[src/shared/sdcc_pkg.sv]
// constants and carrier types for the card clock, detect and configuration bank
package sdcc_pkg;
	localparam int unsigned AW = 8;
	localparam logic [7:0] OFS_MASK     = 8'h2c;
	localparam logic [7:0] OFS_CLK      = 8'h30;
	localparam logic [7:0] OFS_PIN      = 8'h3c;
	localparam logic [7:0] OFS_DBG1     = 8'h40;
	localparam logic [7:0] OFS_DBG2     = 8'h44;
	localparam logic [7:0] OFS_IOMODE   = 8'h48;
	localparam logic [7:0] OFS_EVSTAT   = 8'h50;
	localparam logic [7:0] OFS_EVCLR    = 8'h54;
	localparam logic [7:0] OFS_EVEN     = 8'h58;
	// mask register layout and reset
	localparam logic [31:0] MASK_WMASK  = 32'h0000_006e;
	localparam logic [31:0] MASK_RESET  = 32'h0000_006e;
	// clock control fields
	localparam int unsigned DIV_LSB     = 8;
	localparam int unsigned DIV_W       = 13;
	localparam logic [12:0] DIV_RESET   = 13'h0080;
	localparam int unsigned TUNE_LSB    = 2;
	localparam int unsigned GUARD_BIT   = 1;
	localparam int unsigned HALT_BIT    = 0;
	localparam logic [31:0] CLK_WMASK   = 32'h001f_ff0f;
	localparam logic [31:0] CLK_RESET   = 32'h0000_8001;
	// pin and detect fields
	localparam int unsigned OTIM_LSB    = 19;
	localparam int unsigned ITIM_LSB    = 6;
	localparam int unsigned TIM_W       = 13;
	localparam int unsigned OD_BIT      = 5;
	localparam int unsigned POL_BIT     = 4;
	localparam int unsigned DETEN_BIT   = 3;
	localparam int unsigned OSEL_BIT    = 2;
	localparam int unsigned ISEL_BIT    = 1;
	localparam int unsigned SRC_BIT     = 0;
	localparam logic [31:0] PIN_RESET   = 32'h0000_0019;
	// debug and mode fields
	localparam logic [31:0] DBG2_WMASK  = 32'hc000_0000;
	localparam logic [31:0] IOMODE_WMASK = 32'h0000_000e;
	localparam logic [14:0] DSTATE_RESET = 15'h0001;
	localparam logic [15:0] CSTATE_RESET = 16'h0001;
	localparam int unsigned DSTATE_LSB  = 16;
	localparam int unsigned VCNT_LSB    = 16;
	localparam int unsigned NEV         = 3;
	localparam logic [NEV-1:0] EV_ZERO  = 3'h0;
	// event bits: insert, remove, guard pause
	localparam int unsigned EV_INS      = 0;
	localparam int unsigned EV_REM      = 1;
	localparam int unsigned EV_PAUSE    = 2;
	localparam logic [31:0] ZERO32      = 32'h0000_0000;

	typedef struct packed {
		logic [AW-1:0] adr;
		logic [31:0]   dat;
		logic [3:0]    sel;
		logic          we;
		logic          cyc;
		logic          stb;
	} sdcc_wbreq_s;

	typedef struct packed {
		logic [DIV_W-1:0] div;
		logic [1:0]       tune;
		logic             guard;
		logic             halt;
	} sdcc_clkcfg_s;
endpackage

[src/hdl/sdcc_top.sv]
// card clock, pin timing, presence detect and configuration register bank
// Behaviour
// - data check error and data done mask bits 6 and 5, reset one
// - command timeout, crc, done mask bits 3,2,1 reset one; 4,0 reserved
// - card clock is bus clock over ratio field plus one; field resets 0x80
// - two-bit receive sample delay select, zero means no delay
// - guard bit pauses card clock and module enable near fifo overrun/underrun
// - halt bit stops card clock; resets to one
// - 13-bit output timing applied only when output select set
// - 13-bit input timing used only when input select set
// - open-drain bit makes command line open-drain, else push-pull
// - polarity bit: one means high detect level shows a card present
// - presence detection only while detect enable is set
// - source bit one senses presence on data line 3; zero unsupported
// - read-only data and command engine state debug views
// - debug select writable, valid-data and host-word counters read-only
// - interrupt mode bit 3 enables four-line irq on multi-block transfers
// - interrupt mode bit 2 enables four-line irq on single-block transfers
// - interrupt mode bit 1 enables sdio card interrupt detection
`timescale 1ns/1ps
module sdcc_top
	import sdcc_pkg::*;
(
	// system
	input  wire logic        CORE_CLK,
	input  wire logic        SRST,
	// classic wishbone slave
	input  wire logic [AW-1:0] WB_ADR_I,
	input  wire logic [31:0] WB_DAT_I,
	input  wire logic [3:0]  WB_SEL_I,
	input  wire logic        WB_WE_I,
	input  wire logic        WB_CYC_I,
	input  wire logic        WB_STB_I,
	output logic      [31:0] WB_DAT_O,
	output logic             WB_ACK_O,
	// engine side status
	input  wire logic        FIFO_NEAR_LIMIT,
	input  wire logic        FIFO_HOST_ACCESS,
	input  wire logic [14:0] DATA_ENGINE_STATE,
	input  wire logic [15:0] COMMAND_ENGINE_STATE,
	input  wire logic [9:0]  VALID_DATA_COUNT,
	input  wire logic [13:0] HOST_WORD_COUNT,
	// card pins
	input  wire logic        LINE3_IN,
	output logic             CARD_CLK,
	output logic             CMD_OUT_EN_N_OD,
	output logic             CARD_PRESENT,
	// configuration towards the engines
	output logic             MODULE_CLK_EN,
	output logic [4:0]       MASK_LOW,
	output logic [1:0]       RX_SAMPLE_DELAY,
	output logic [TIM_W-1:0] OUT_TIMING,
	output logic [TIM_W-1:0] IN_TIMING,
	output logic             COMMAND_LINE_OPEN_DRAIN,
	output logic [1:0]       DEBUG_SELECT,
	output logic             FOUR_LINE_IRQ_MULTIBLOCK,
	output logic             FOUR_LINE_IRQ_SINGLEBLOCK,
	output logic             SDIO_IRQ_ENABLE,
	// interrupt
	output logic             IRQ
);
	logic [31:0]  mask_reg;
	logic [31:0]  clk_reg;
	logic [31:0]  pin_reg;
	logic [31:0]  dbg2_reg;
	logic [31:0]  iomode_reg;
	logic [NEV-1:0] ev_stat;
	logic [NEV-1:0] ev_en;
	logic [DIV_W-1:0] div_cnt;
	logic         clk_q;
	logic         paused;
	logic [2:0]   l3_sync;
	logic         present_q;
	sdcc_wbreq_s  req;
	sdcc_clkcfg_s cfg;

	// request bundle and decode
	assign req = '{adr: WB_ADR_I, dat: WB_DAT_I, sel: WB_SEL_I, we: WB_WE_I, cyc: WB_CYC_I, stb: WB_STB_I};
	wire          access   = req.cyc && req.stb && !WB_ACK_O;
	wire          wr       = access && req.we;
	wire [31:0]   be_mask  = {{8{req.sel[3]}}, {8{req.sel[2]}}, {8{req.sel[1]}}, {8{req.sel[0]}}};
	wire          hit_mask = req.adr == OFS_MASK;
	wire          hit_clk  = req.adr == OFS_CLK;
	wire          hit_pin  = req.adr == OFS_PIN;
	wire          hit_dbg2 = req.adr == OFS_DBG2;
	wire          hit_io   = req.adr == OFS_IOMODE;
	wire          hit_clr  = req.adr == OFS_EVCLR;
	wire          hit_en   = req.adr == OFS_EVEN;

	// write merge keeps unwritable and unselected bits
	function automatic logic [31:0] merge(input logic [31:0] old, input logic [31:0] wm);
		merge = (old & ~(wm & be_mask)) | (req.dat & wm & be_mask);
	endfunction

	// configuration field views
	assign cfg = '{div: clk_reg[DIV_LSB +: DIV_W], tune: clk_reg[TUNE_LSB +: 2],
		guard: clk_reg[GUARD_BIT], halt: clk_reg[HALT_BIT]};
	assign MASK_LOW        = mask_reg[6:2] & 5'h1b;
	assign RX_SAMPLE_DELAY = cfg.tune;
	// timing values only leave the bank once their select bit is set
	assign OUT_TIMING = pin_reg[OSEL_BIT] ? pin_reg[OTIM_LSB +: TIM_W] : '0;
	assign IN_TIMING  = pin_reg[ISEL_BIT] ? pin_reg[ITIM_LSB +: TIM_W] : '0;
	assign COMMAND_LINE_OPEN_DRAIN = pin_reg[OD_BIT];
	// output enable copies the open-drain bit; it does not depend on the driven data
	assign CMD_OUT_EN_N_OD = pin_reg[OD_BIT];
	assign DEBUG_SELECT    = dbg2_reg[31:30];
	assign FOUR_LINE_IRQ_MULTIBLOCK  = iomode_reg[3];
	assign FOUR_LINE_IRQ_SINGLEBLOCK = iomode_reg[2];
	assign SDIO_IRQ_ENABLE           = iomode_reg[1];
	assign CARD_CLK        = clk_q;
	assign CARD_PRESENT    = present_q;
	assign MODULE_CLK_EN   = !paused;
	assign IRQ             = |(ev_stat & ev_en);

	// clock runs only when not halted, not paused and ratio is legal
	wire clk_run  = !cfg.halt && !paused && (cfg.div != '0);
	wire div_wrap = div_cnt >= cfg.div;
	// pause entry on near-limit, exit once the host touches the fifo
	wire next_paused = cfg.guard && (paused ? !FIFO_HOST_ACCESS : FIFO_NEAR_LIMIT);

	// presence detect: level after three-stage filter, polarity applied
	wire l3_stable = l3_sync[2] == l3_sync[1];
	wire det_level = l3_sync[1] ~^ pin_reg[POL_BIT];
	wire det_on    = pin_reg[DETEN_BIT] && pin_reg[SRC_BIT];
	wire ev_ins    = det_on && l3_stable && det_level && !present_q;
	wire ev_rem    = det_on && l3_stable && !det_level && present_q;
	wire [NEV-1:0] ev_set = {next_paused && !paused, ev_rem, ev_ins};
	wire [NEV-1:0] ev_clr = (wr && hit_clr) ? req.dat[NEV-1:0] : EV_ZERO;

	// read mux
	wire [31:0] rd_data =
		hit_mask ? (mask_reg & MASK_WMASK) :
		hit_clk  ? clk_reg :
		hit_pin  ? pin_reg :
		(req.adr == OFS_DBG1) ? {1'b0, DATA_ENGINE_STATE, COMMAND_ENGINE_STATE} :
		hit_dbg2 ? {dbg2_reg[31:30], 4'h0, VALID_DATA_COUNT, 2'h0, HOST_WORD_COUNT} :
		hit_io   ? iomode_reg :
		(req.adr == OFS_EVSTAT) ? {29'h0, ev_stat} :
		hit_en   ? {29'h0, ev_en} : ZERO32;

	// bus answer one cycle after the strobe, unmapped reads give zero
	always_ff @(posedge CORE_CLK) begin
		if (SRST) begin
			WB_ACK_O <= 1'b0;
			WB_DAT_O <= ZERO32;
		end else begin
			WB_ACK_O <= access;
			WB_DAT_O <= rd_data;
		end
	end

	// register writes
	always_ff @(posedge CORE_CLK) begin
		if (SRST) begin
			mask_reg   <= MASK_RESET;
			clk_reg    <= CLK_RESET;
			pin_reg    <= PIN_RESET;
			dbg2_reg   <= ZERO32;
			iomode_reg <= ZERO32;
			ev_en      <= EV_ZERO;
		end else if (wr) begin
			if (hit_mask) mask_reg <= merge(mask_reg, MASK_WMASK);
			if (hit_clk) clk_reg <= merge(clk_reg, CLK_WMASK);
			if (hit_pin) pin_reg <= merge(pin_reg, 32'hffff_ffff);
			if (hit_dbg2) dbg2_reg <= merge(dbg2_reg, DBG2_WMASK);
			if (hit_io) iomode_reg <= merge(iomode_reg, IOMODE_WMASK);
			if (hit_en) ev_en <= req.dat[NEV-1:0];
		end
	end

	// card clock divider: period is ratio plus one bus cycles
	always_ff @(posedge CORE_CLK) begin
		if (SRST) begin
			div_cnt <= '0;
			clk_q   <= 1'b0;
			paused  <= 1'b0;
		end else begin
			paused <= next_paused;
			if (!clk_run) begin
				div_cnt <= '0;
				clk_q   <= 1'b0;
			end else begin
				div_cnt <= div_wrap ? '0 : div_cnt + 1'b1;
				// one extra bit so the largest ratio does not wrap to a zero high phase
				clk_q   <= {1'b0, div_cnt} < (({1'b0, cfg.div} + {{DIV_W{1'b0}}, 1'b1}) >> 1);
			end
		end
	end

	// detect input filter and sticky events; a set beats a same-cycle clear
	always_ff @(posedge CORE_CLK) begin
		if (SRST) begin
			l3_sync   <= 3'h0;
			present_q <= 1'b0;
			ev_stat   <= EV_ZERO;
		end else begin
			l3_sync <= {l3_sync[1:0], LINE3_IN};
			if (ev_ins) present_q <= 1'b1;
			else if (ev_rem || !det_on) present_q <= 1'b0;
			ev_stat <= (ev_stat & ~ev_clr) | ev_set;
		end
	end

	// checks
	a_halt_stops_clk: assert property (@(posedge CORE_CLK) disable iff (SRST)
		cfg.halt |=> !CARD_CLK) else $error("card clock ran while halted");
	a_zero_div_stop: assert property (@(posedge CORE_CLK) disable iff (SRST)
		cfg.div == '0 |=> !CARD_CLK) else $error("card clock ran with zero ratio");
	a_pause_gates_en: assert property (@(posedge CORE_CLK) disable iff (SRST)
		cfg.guard && FIFO_NEAR_LIMIT && !paused |=> !MODULE_CLK_EN) else $error("guard did not pause");
	a_no_detect_off: assert property (@(posedge CORE_CLK) disable iff (SRST)
		!pin_reg[DETEN_BIT] |=> !CARD_PRESENT) else $error("presence seen while detect off");
	a_otiming_gate: assert property (@(posedge CORE_CLK) disable iff (SRST)
		!pin_reg[OSEL_BIT] |-> OUT_TIMING == '0) else $error("output timing leaked");
	a_itiming_gate: assert property (@(posedge CORE_CLK) disable iff (SRST)
		!pin_reg[ISEL_BIT] |-> IN_TIMING == '0) else $error("input timing leaked");
	a_ack_one_cycle: assert property (@(posedge CORE_CLK) disable iff (SRST)
		WB_CYC_I && WB_STB_I && !WB_ACK_O |=> WB_ACK_O ##1 !WB_ACK_O) else $error("ack timing wrong");
	a_dbg1_view: assert property (@(posedge CORE_CLK) disable iff (SRST)
		access && !req.we && req.adr == OFS_DBG1 |=> WB_DAT_O[15:0] == $past(COMMAND_ENGINE_STATE))
		else $error("debug view wrong");
	a_iomode_bits: assert property (@(posedge CORE_CLK) disable iff (SRST)
		wr && hit_io && req.sel[0] |=> SDIO_IRQ_ENABLE == $past(req.dat[1])
		&& FOUR_LINE_IRQ_SINGLEBLOCK == $past(req.dat[2])) else $error("mode bits not stored");
	a_clk_period: assert property (@(posedge CORE_CLK) disable iff (SRST)
		$rose(CARD_CLK) && cfg.div == 13'h1 && clk_run |=> !CARD_CLK) else $error("div one period wrong");
	c_clock_runs: cover property (@(posedge CORE_CLK) disable iff (SRST) $rose(CARD_CLK));
	c_insert: cover property (@(posedge CORE_CLK) disable iff (SRST) ev_ins);
	c_pause: cover property (@(posedge CORE_CLK) disable iff (SRST) $fell(MODULE_CLK_EN));
	c_irq: cover property (@(posedge CORE_CLK) disable iff (SRST) $rose(IRQ));
endmodule

[config.mk]
export PLATFORM = sky130hd
export DESIGN_NAME = sdcc_top
export DESIGN_NICKNAME = d
export VERILOG_FILES = /design/src/shared/sdcc_pkg.sv /design/src/hdl/sdcc_top.sv
export SDC_FILE = /design/constraint.sdc
export NUM_CORES = 1
export LEC_CHECK = 0
export CELL_PAD_IN_SITES_DETAIL_PLACEMENT = 0
export CELL_PAD_IN_SITES_GLOBAL_PLACEMENT = 2
export CORE_ASPECT_RATIO = 1.25
export CORE_MARGIN = 4
export CORE_UTILIZATION = 37
export CTS_BUF_LIST = sky130_fd_sc_hd__clkbuf_2 sky130_fd_sc_hd__clkbuf_4 sky130_fd_sc_hd__clkbuf_8
export DETAILED_ROUTE_END_ITERATION = 12
export DONT_BUFFER_PORTS = 1
export PLACE_DENSITY = 0.91
export SYNTH_ARGS = -nofsm -noshare
export SYNTH_HDL_FRONTEND = slang
export SYNTH_SLANG_ARGS = --single-unit
[constraint.sdc]
create_clock -name CORE_CLK -period 3.57 [get_ports CORE_CLK]
set_clock_uncertainty 0.2 [all_clocks]
set_input_delay 0.357 -clock CORE_CLK [delete_from_list [all_inputs] [get_ports CORE_CLK]]
set_output_delay 0.357 -clock CORE_CLK [all_outputs]
set_load 0.01 [all_outputs]
==> results of run 1 <==
-- synth_stat cells (all sizes together), types with 3 or more instances --
cell | n | area share [%]
dfxtp | 117 | 38
nand2 | 94 | 5.8
a21oi | 83 | 7.1
nor2 | 61 | 3.7
nand3 | 58 | 5.0
buf | 32 | 3.2
a22oi | 31 | 3.8
ha | 29 | 5.9
and2 | 28 | 2.9
o21ai | 28 | 2.3
inv | 26 | 1.6
clkbuf | 21 | 1.3
mux2i | 17 | 2.8
xnor2 | 15 | 2.1
nand4 | 12 | 1.2
nor2b | 11 | 1.1
nor3 | 9 | 0.92
and3 | 6 | 0.61
nand2b | 6 | 0.61
xor2 | 6 | 0.86
nor4 | 5 | 0.86
a211oi | 4 | 0.49
a2111oi | 3 | 0.43
a21o | 3 | 0.37
nand3b | 3 | 0.37
nor3b | 3 | 0.45
nor4b | 3 | 0.92
or3 | 3 | 0.31
-- per-layer routing --
layer / routed length, um / track usage (%) / up-vias / part of all wire (%)
met2: 10700 / 37.4 / 208 / 51
met5: 0 / 0 / - / 0
li1: - / - / 2764 / -
met1: 8210 / 25.9 / 2844 / 39
met4: 717 / 9.71 / 0 / 3.4
met3: 1330 / 6.06 / 42 / 6.3
-- cell families after synthesis --
group           after synthesis
buf+inv                      79
other cells                   1
fa+ha+maj                    29
xor+xnor                     21
mux                          18
compound gates              172
flops                       117
simple gates                314
-- placed cells by master, fill, tap and decap left out, types with 3 or more instances in the layout --
cell and instances:
a2111oi_0 3, a211oi_1 4, a21o_1 3, a21oi_1 78, a21oi_2 5, a22oi_1 31
and2_1 28, and3_1 6, buf_4 13, bufinv_16 5, clkbuf_8 18, dfxtp_1 117
dlygate4sd3_1 87, ha_1 29, inv_1 26, mux2i_1 17, nand2_1 92, nand2b_1 6
nand3_1 56, nand3b_1 3, nand4_1 12, nor2_1 60, nor2b_1 11, nor3_1 8
nor4_1 3, o21ai_0 26, or3_1 3, xnor2_1 15, xor2_1 6
-- worst max-delay path: cells and delay by family (launching register included) --
family	cells	cell delay, ps
AOI/OAI and AO/OA	1	130
buffers and inverters	4	1610
DFF	1	350
and+or+nand+nor	3	710
-- cell type report --
cell class | instances | area share [%]
Sequential cell | 117 | 30.8
Inverter | 26 | 1.28
Timing Repair Buffer | 101 | 13.1
Clock buffer | 20 | 3.45
Clock inverter | 12 | 2.65
Multi-Input combinational cell | 555 | 45.2
Tap cell | 216 | 3.55
Antenna cell | 1 | 0.0329
-- how the worst min path moves through the flow --
| stage | slack [ps] | cells after the start | endpoint | startpoint |
|---|---|---|---|---|
| 2_1_floorplan | 210 | 1 | l3_sync[1] | l3_sync[0] |
| 3_3_place_gp | 230 | 1 | register | SRST |
| 3_5_place_dp | 230 | 1 | l3_sync[1] | l3_sync[0] |
| 4_1_cts | 0.5 | 2 | WB_DAT_O[1] | WB_ADR_I[4] |
| 5_1_grt | 10 | 2 | WB_DAT_O[1] | WB_ADR_I[4] |
| 6_report | 30 | 2 | WB_DAT_O[1] | WB_ADR_I[4] |
-- what timing repair did --
item                                   4_1_cts  5_1_grt
endpoints found under the hold margin       92        0
hold buffers                                88        0
setup endpoints to repair                    0        0
-- where the power goes --
| group | switching [mW] | internal (mW) |
|---|---|---|
| Combinational | 0.0751 | 0.0725 |
| Sequential | 0.00267 | 1.31 |
| Clock | 0.568 | 0.866 |
| Total | 0.646 | 2.25 |
==> out/qor.yml, run 1 <==
timing:
  worstMarginPinSlew_ps: 826
  achievable-frequency_mhz: 327
  final-hold-violation-count: 0
  drv_slew: 0
  holdWs_ps: 32.3
  fin_tns_setup_ps: 0
  setup_viol: 0
  final.period_utilization_pct: 85.8
  final.setup.worst_slack_ps: 507
  rsz0062_at_grt: "false"
  worst_slew_margin_rel_pct: 44.5
  min_period_ps: 3060
critical_path:
  rr_startpoint: "WB_ACK_O"
  reg2reg_depth: 8
  crit_path_max_fanout: 14
  critPathArrivalTime_ps: 3250
  required_ps: 3750
  r2r_setup_slack_ps: 510
  worstSetupPathType: "register to register"
  slowest_stage: "dlygate4sd3_1"
  slowest_delay_ps: 570
  crit_path_end_kind: "register"
  crit_chain: "and4b_1 > buf_4 > and4_1 > buf_4 > nand3_1 > dlygate4sd3_1 > a21oi_1 > dlygate4sd3_1"
  crit_start: "WB_ACK_O"
  start_kind: "register"
logic_synthesis:
  yosys_register_bits: 117
  synth_area_um2: 6130
  yosysUniqueCellTypes: 69
  synth_nets: 887
  synthCells: 751
  synthAdderAreaFrac_pct: 5.92
  synth_edf_count: 0
  synth_top_family_by_area: "simple AND/OR/NAND/NOR gates"
  syn_avg_cell_area_um2: 8.17
  synth_xor_area_share_pct: 3.00
  synth_compound_area_share_pct: 17.2
  ys_seq_area_share_pct: 38.2
  synthSimpleGateAreaFrac_pct: 26.6
  synth.area.mux_share_pct: 2.96
  synthArstFlopShare_pct: 0
  yosysWarnings: 0
  synthFlopType: "dfxtp_1"
power:
  total_power_mw: 2.89
  vdd_drop_max_mv: 0.236
  power.density_nw_per_um2: 380
  leakage_nw: 2.65
detailed_routing:
  totalWireLength_mm: 21.0
  drt_iter0_markers: 299
  vias_per_cell: 5.59
  via_count: 5858
  drc: 0
  first_pass_iters: 5
  ant_nets: 0
  wl_per_cell_um: 20.0
cts:
  post_cts_buffers: 0
  clock_sinks: 117
  cts_htree_levels: 4
  cts_tree: "done"
  clk_pin_slew_worst_paths_ps: 70
  cts_root_buf: "clkbuf_8"
  cts_made_buffers: 17
  insertion_delay_ps: 450
  cts_resized: 0
  clk_path_buf_depth: 2
place:
  placed_area_um2: 6240
  numPortBuffers: 0
  post-dp-hpwl_mm: 14.9
  gp_congestion: 0.919
  post-place-ws_ps: 934
  placedCellCount: 927
cells_and_area:
  syn_to_final_growth_pct: 24.1
  drive_gt1_share_pct: 7.94
  regArea_um2: 2340
  post_layout_nonfiller_instances: 1048
  finalNetCount: 954
  post-route-util_pct: 46.8
  nFillCells: 1593
  multiInputGateArea_um2: 3440
  finalInstanceArea_um2: 7610
flow_run:
  cap_violations: 0
min_path:
  hp-class: "primary input to register"
floorplanning:
  row_count: 52
  initial_utilization_pct: 37.7
  io_pins: 184
  fp.dieH_um: 152
  die_w_um: 123
  die-area_um2: 18700
  core_um2: 16300
status:
  outcome: "finished clean"
grt:
  grt_max_degree: 84
  grt_pass1_wl_mm: 32.3
  antenna_found_initial: 0
  grt_remaining_overflow: 0
  grt_pass1_vias: 5837
  grtUsageTotal_pct: 22.2
(Power assumes the default switching activity.)
==> run 2, diff against run 1 <==
Settings changed: PLACE_DENSITY 0.91 to 0.92.
==> out/qor.yml, run 2 (synthesized netlist as in run 1, its figures left out) <==
critical_path:
  crit_path_frequent_cell: "dlygate4sd3_1"
  critPathArrivalTime_ps: 3430
  worstSetupPathType: "register to register"
  crit_chain: "and4b_1 > and4_1 > nand3_1 > dlygate4sd3_1 > a21oi_1 > dlygate4sd3_1"
  crit_path_end_kind: "register"
  crit_path_max_fanout: 12
  reg2reg_depth: 6
  slowest_stage: "and4_1"
  start_kind: "register"
  required_ps: 3750
  slowest_delay_ps: 640
grt:
  grt_max_degree: 84
  grt_pass1_wl_mm: 32.5
  grt_pass1_vias: 5884
  grt_remaining_overflow: 0
  grtUsageTotal_pct: 22.3
  antenna_found_initial: 0
place:
  post-dp-hpwl_mm: 14.7
  gp_congestion: 0.919
  numPortBuffers: 0
  post-place-ws_ps: 956
timing:
  min_period_ps: 3240
  worstMarginPinSlew_ps: 796
  achievable-frequency_mhz: 308
  fin_tns_setup_ps: 0
  rsz0062_at_grt: "false"
  final.setup.worst_slack_ps: 326
  final.period_utilization_pct: 90.9
  holdWs_ps: 40.5
  drv_slew: 0
  worst_slew_margin_rel_pct: 46.6
  setup_viol: 0
  final-hold-violation-count: 0
cts:
  cts_tree: "done"
  cts_resized: 0
  clk_pin_slew_worst_paths_ps: 70
  insertion_delay_ps: 440
  cts_root_buf: "clkbuf_8"
  clock_sinks: 117
  clk_path_buf_depth: 2
  cts_made_buffers: 17
  cts_htree_levels: 4
cells_and_area:
  n_antenna_cell: 0
  drive_gt1_share_pct: 7.84
  finalNetCount: 952
  final_cell_mix: "117 x dfxtp_1, 92 x nand2_1, 86 x dlygate4sd3_1"
  post-route-util_pct: 46.2
  syn_to_final_growth_pct: 22.5
  final_common_cell: "dfxtp_1"
detailed_routing:
  ant_nets: 0
  totalWireLength_mm: 20.9
  drt_iter0_markers: 249
  wl_per_cell_um: 20.0
  vias_per_cell: 5.52
  via_count: 5772
  drc: 0
  first_pass_iters: 6
min_path:
  holdPathStages: 4
  hp-class: "primary input to register"
power:
  power.density_nw_per_um2: 346
  leakage_nw: 2.59
  vdd_drop_max_mv: 0.256
flow_run:
  cap_violations: 0
floorplanning:
  core_um2: 16300
  row_count: 52
  fp.dieH_um: 152
  die-area_um2: 18700
  initial_utilization_pct: 37.7
  die_w_um: 123
  io_pins: 184
status:
  outcome: "finished clean"
run 2: where the power goes:
part | switching [mW] | leakage [nW] | total [mW] | internal, mW
Combinational | 0.0735 | 1.46 | 0.144 | 0.0705
Clock | 0.555 | 0.184 | 1.15 | 0.591
Sequential | 0.00266 | 0.943 | 1.31 | 1.31
run 2: worst paths after layout:
path	startpoint	end	slack, ps
setup / recovery	WB_ACK_O	register	330
hold / removal	WB_ADR_I[2]	register	40
setup reg to reg	WB_ACK_O	register	330
hold reg to reg	l3_sync[0]	l3_sync[1]	250
run 2: final cells by class:
| class | instances | area (um^2) |
|---|---|---|
| Tap cell | 216 | 270 |
| Inverter | 26 | 97.6 |
| Clock buffer | 20 | 269 |
| Fill cell | 1611 | 8750 |
| Timing Repair Buffer | 99 | 991 |
| Sequential cell | 117 | 2340 |
| Multi-Input combinational cell | 555 | 3440 |
| Clock inverter | 12 | 106 |
run 2: worst max-delay path, delay by kind of cell (launching register included):
| family | cells | cell delay (ps) |
|---|---|---|
| compound gates | 1 | 140 |
| buf+inv | 2 | 1140 |
| simple gates | 3 | 1350 |
| flops | 1 | 350 |
run 2: stage by stage:
stage               instance area (um^2)  std cells  power (mW)
finish                              7510       1045        2.60
floorplan                           6130        751        1.41
global placement                    6250        926        1.40
global route                        7510       1045        2.70
CTS                                 7510       1045        2.63
detailed placement                  6250        926        1.40
run 2: layer usage:
metal  up-vias  GRT usage, %  routed length, um
li1       2758             -                  -
met1      2783          25.9               8220
met2       200          39.1              11000
met3        31          5.47               1240
met4         0          7.92                443
met5         -             0                  0
run 2: what timing repair did:
action / CTS / global route
hold endpoints to repair: 92 / 0
hold buffers: 87 / 0
setup buffers: 0 / 0
==> run 3, diff against run 2 <==
Settings changed: BUFFER_PORTS_ARGS from default to -buffer_cell sky130_fd_sc_hd__buf_2, CORE_UTILIZATION 37 to 30, DONT_BUFFER_PORTS 1 to default, PLACE_DENSITY 0.92 to 0.93.
==> out/qor.yml, run 3 (synthesized netlist as in run 1, its figures left out) <==
timing:
  setup_viol: 0
  drv_slew: 0
  rsz0062_at_grt: "false"
  final-hold-violation-count: 0
  final.period_utilization_pct: 77.0
  worstMarginPinSlew_ps: 783
  fin_tns_setup_ps: 0
  min_period_ps: 2750
  worst_slew_margin_rel_pct: 47.8
  achievable-frequency_mhz: 364
cts:
  cts_made_buffers: 17
  clk_path_buf_depth: 2
  cts_htree_levels: 4
  cts_tree: "done"
  cts_root_buf: "clkbuf_8"
  clk_pin_slew_worst_paths_ps: 80
  cts_resized: 0
  clock_sinks: 117
  insertion_delay_ps: 440
  ctsHoldBuffers: 39
  post_cts_buffers: 0
cells_and_area:
  drive_gt1_share_pct: 25.6
  final_cell_mix: "182 x buf_2, 117 x dfxtp_1, 92 x nand2_1"
  finalInstanceArea_um2: 8010
  syn_to_final_growth_pct: 30.6
  finalNetCount: 1087
  final_common_cell: "buf_2"
place:
  placed_area_um2: 7220
  gp_congestion: 0.864
  post-dp-hpwl_mm: 16.0
  numPortBuffers: 182
detailed_routing:
  drt_iter0_markers: 369
  vias_per_cell: 4.89
  wl_per_cell_um: 16.9
  totalWireLength_mm: 20.9
  via_count: 6035
  first_pass_iters: 5
  drc: 0
  ant_nets: 0
status:
  outcome: "finished clean"
grt:
  busiest_layer: "met2"
  met3_usage_pct: 3.95
  grt_remaining_overflow: 0
  grt_max_degree: 72
  antenna_found_initial: 3
  groute.layer.met2.usage_pct: 32.6
  grt_pass1_vias: 6156
  grtUsageMet1_pct: 21.0
  grtUsageTotal_pct: 18.3
  grt_pass1_wl_mm: 32.5
power:
  clockPowerShare_pct: 44.8
  power_frac_seq_pct: 47.7
  leakage_nw: 3.28
  p_int_mw: 2.05
  power.density_nw_per_um2: 343
  p_switching_mw: 0.690
  switching_share_pct: 25.2
  vdd_drop_max_mv: 0.229
  combinationalPowerShare_pct: 7.4
floorplanning:
  fp.dieH_um: 168
  row_count: 58
  core_um2: 20100
  die-area_um2: 22800
  die_w_um: 136
  io_pins: 184
  initial_utilization_pct: 30.5
critical_path:
  critPathArrivalTime_ps: 2860
  worst_setup_path_endpoint: "CARD_CLK"
  crit_path_end_kind: "register"
  r2r_setup_slack_ps: 820
  r2r-end: "CARD_CLK"
  crit_path_max_fanout: 8
  start_kind: "register"
  reg2reg_depth: 11
  worstSetupPathType: "register to register"
  required_ps: 3680
min_path:
  hp-class: "primary input to register"
flow_run:
  cap_violations: 0
-- run 3: critical path: stages (launching register included) --
cell and delay [ps]:
dfxtp_1 480, and3_1 230, and2_1 230, and3_1 270, nand2_1 90, xnor2_1 140, ha_1 290, a21oi_1 120
o21ai_0 100, a21oi_1 150, nor2b_1 50, a2111oi_0 290
-- run 3: power groups by stage --
stage          combinational (mW)  sequential, mW  clock [mW]
6_report                    0.204            1.31        1.23
5_1_grt                     0.221            1.31        1.32
4_1_cts                     0.205            1.31        1.26
3_5_place_dp                0.171            1.34           0
3_3_place_gp                0.172            1.34           0
2_1_floorplan              0.0727            1.34           0
-- run 3: worst min-delay path by stage --
stage	from	end	slack [ps]	depth (start not counted)
after floorplan	l3_sync[0]	l3_sync[1]	210	1
after global placement	l3_sync[0]	l3_sync[1]	220	1
after detailed placement	l3_sync[0]	l3_sync[1]	230	1
after CTS	VALID_DATA_COUNT[8]	WB_DAT_O[24]	0.3	3
after global routing	VALID_DATA_COUNT[8]	WB_DAT_O[24]	7	3
final	VALID_DATA_COUNT[8]	WB_DAT_O[24]	20	3
-- run 3: through the flow --
stage               setup WS, ps  utilization, %  std cells  hold slack (ps)  total power [mW]
global route                 499            39.8       1235             7.03              2.85
floorplan                   1080               -        751              214              1.41
finish                       822            39.8       1235             21.3              2.74
global placement             872            35.9       1163              223              1.51
detailed placement           848            35.9       1163              232              1.51
CTS                          828            39.8       1234            0.315              2.77
-- run 3: final cells by class --
| cell class | count | area, um^2 |
|---|---|---|
| fillers | 2126 | 12100 |
| repair buffers | 234 | 1400 |
| diodes | 1 | 2.50 |
| flip-flops and latches | 117 | 2340 |
| multi-input cells | 555 | 3440 |
| well taps | 270 | 338 |
| clock buffers | 19 | 262 |
| inverters | 26 | 97.6 |
| clock inverters | 13 | 133 |
-- run 3: per-layer routing --
| layer | wire length (um) | vias to the layer above |
|---|---|---|
| met1 | 8510 | 2798 |
| met4 | 613 | 4 |
| met3 | 1050 | 40 |
| met5 | 26 | - |
| met2 | 10700 | 171 |
| li1 | - | 3022 |
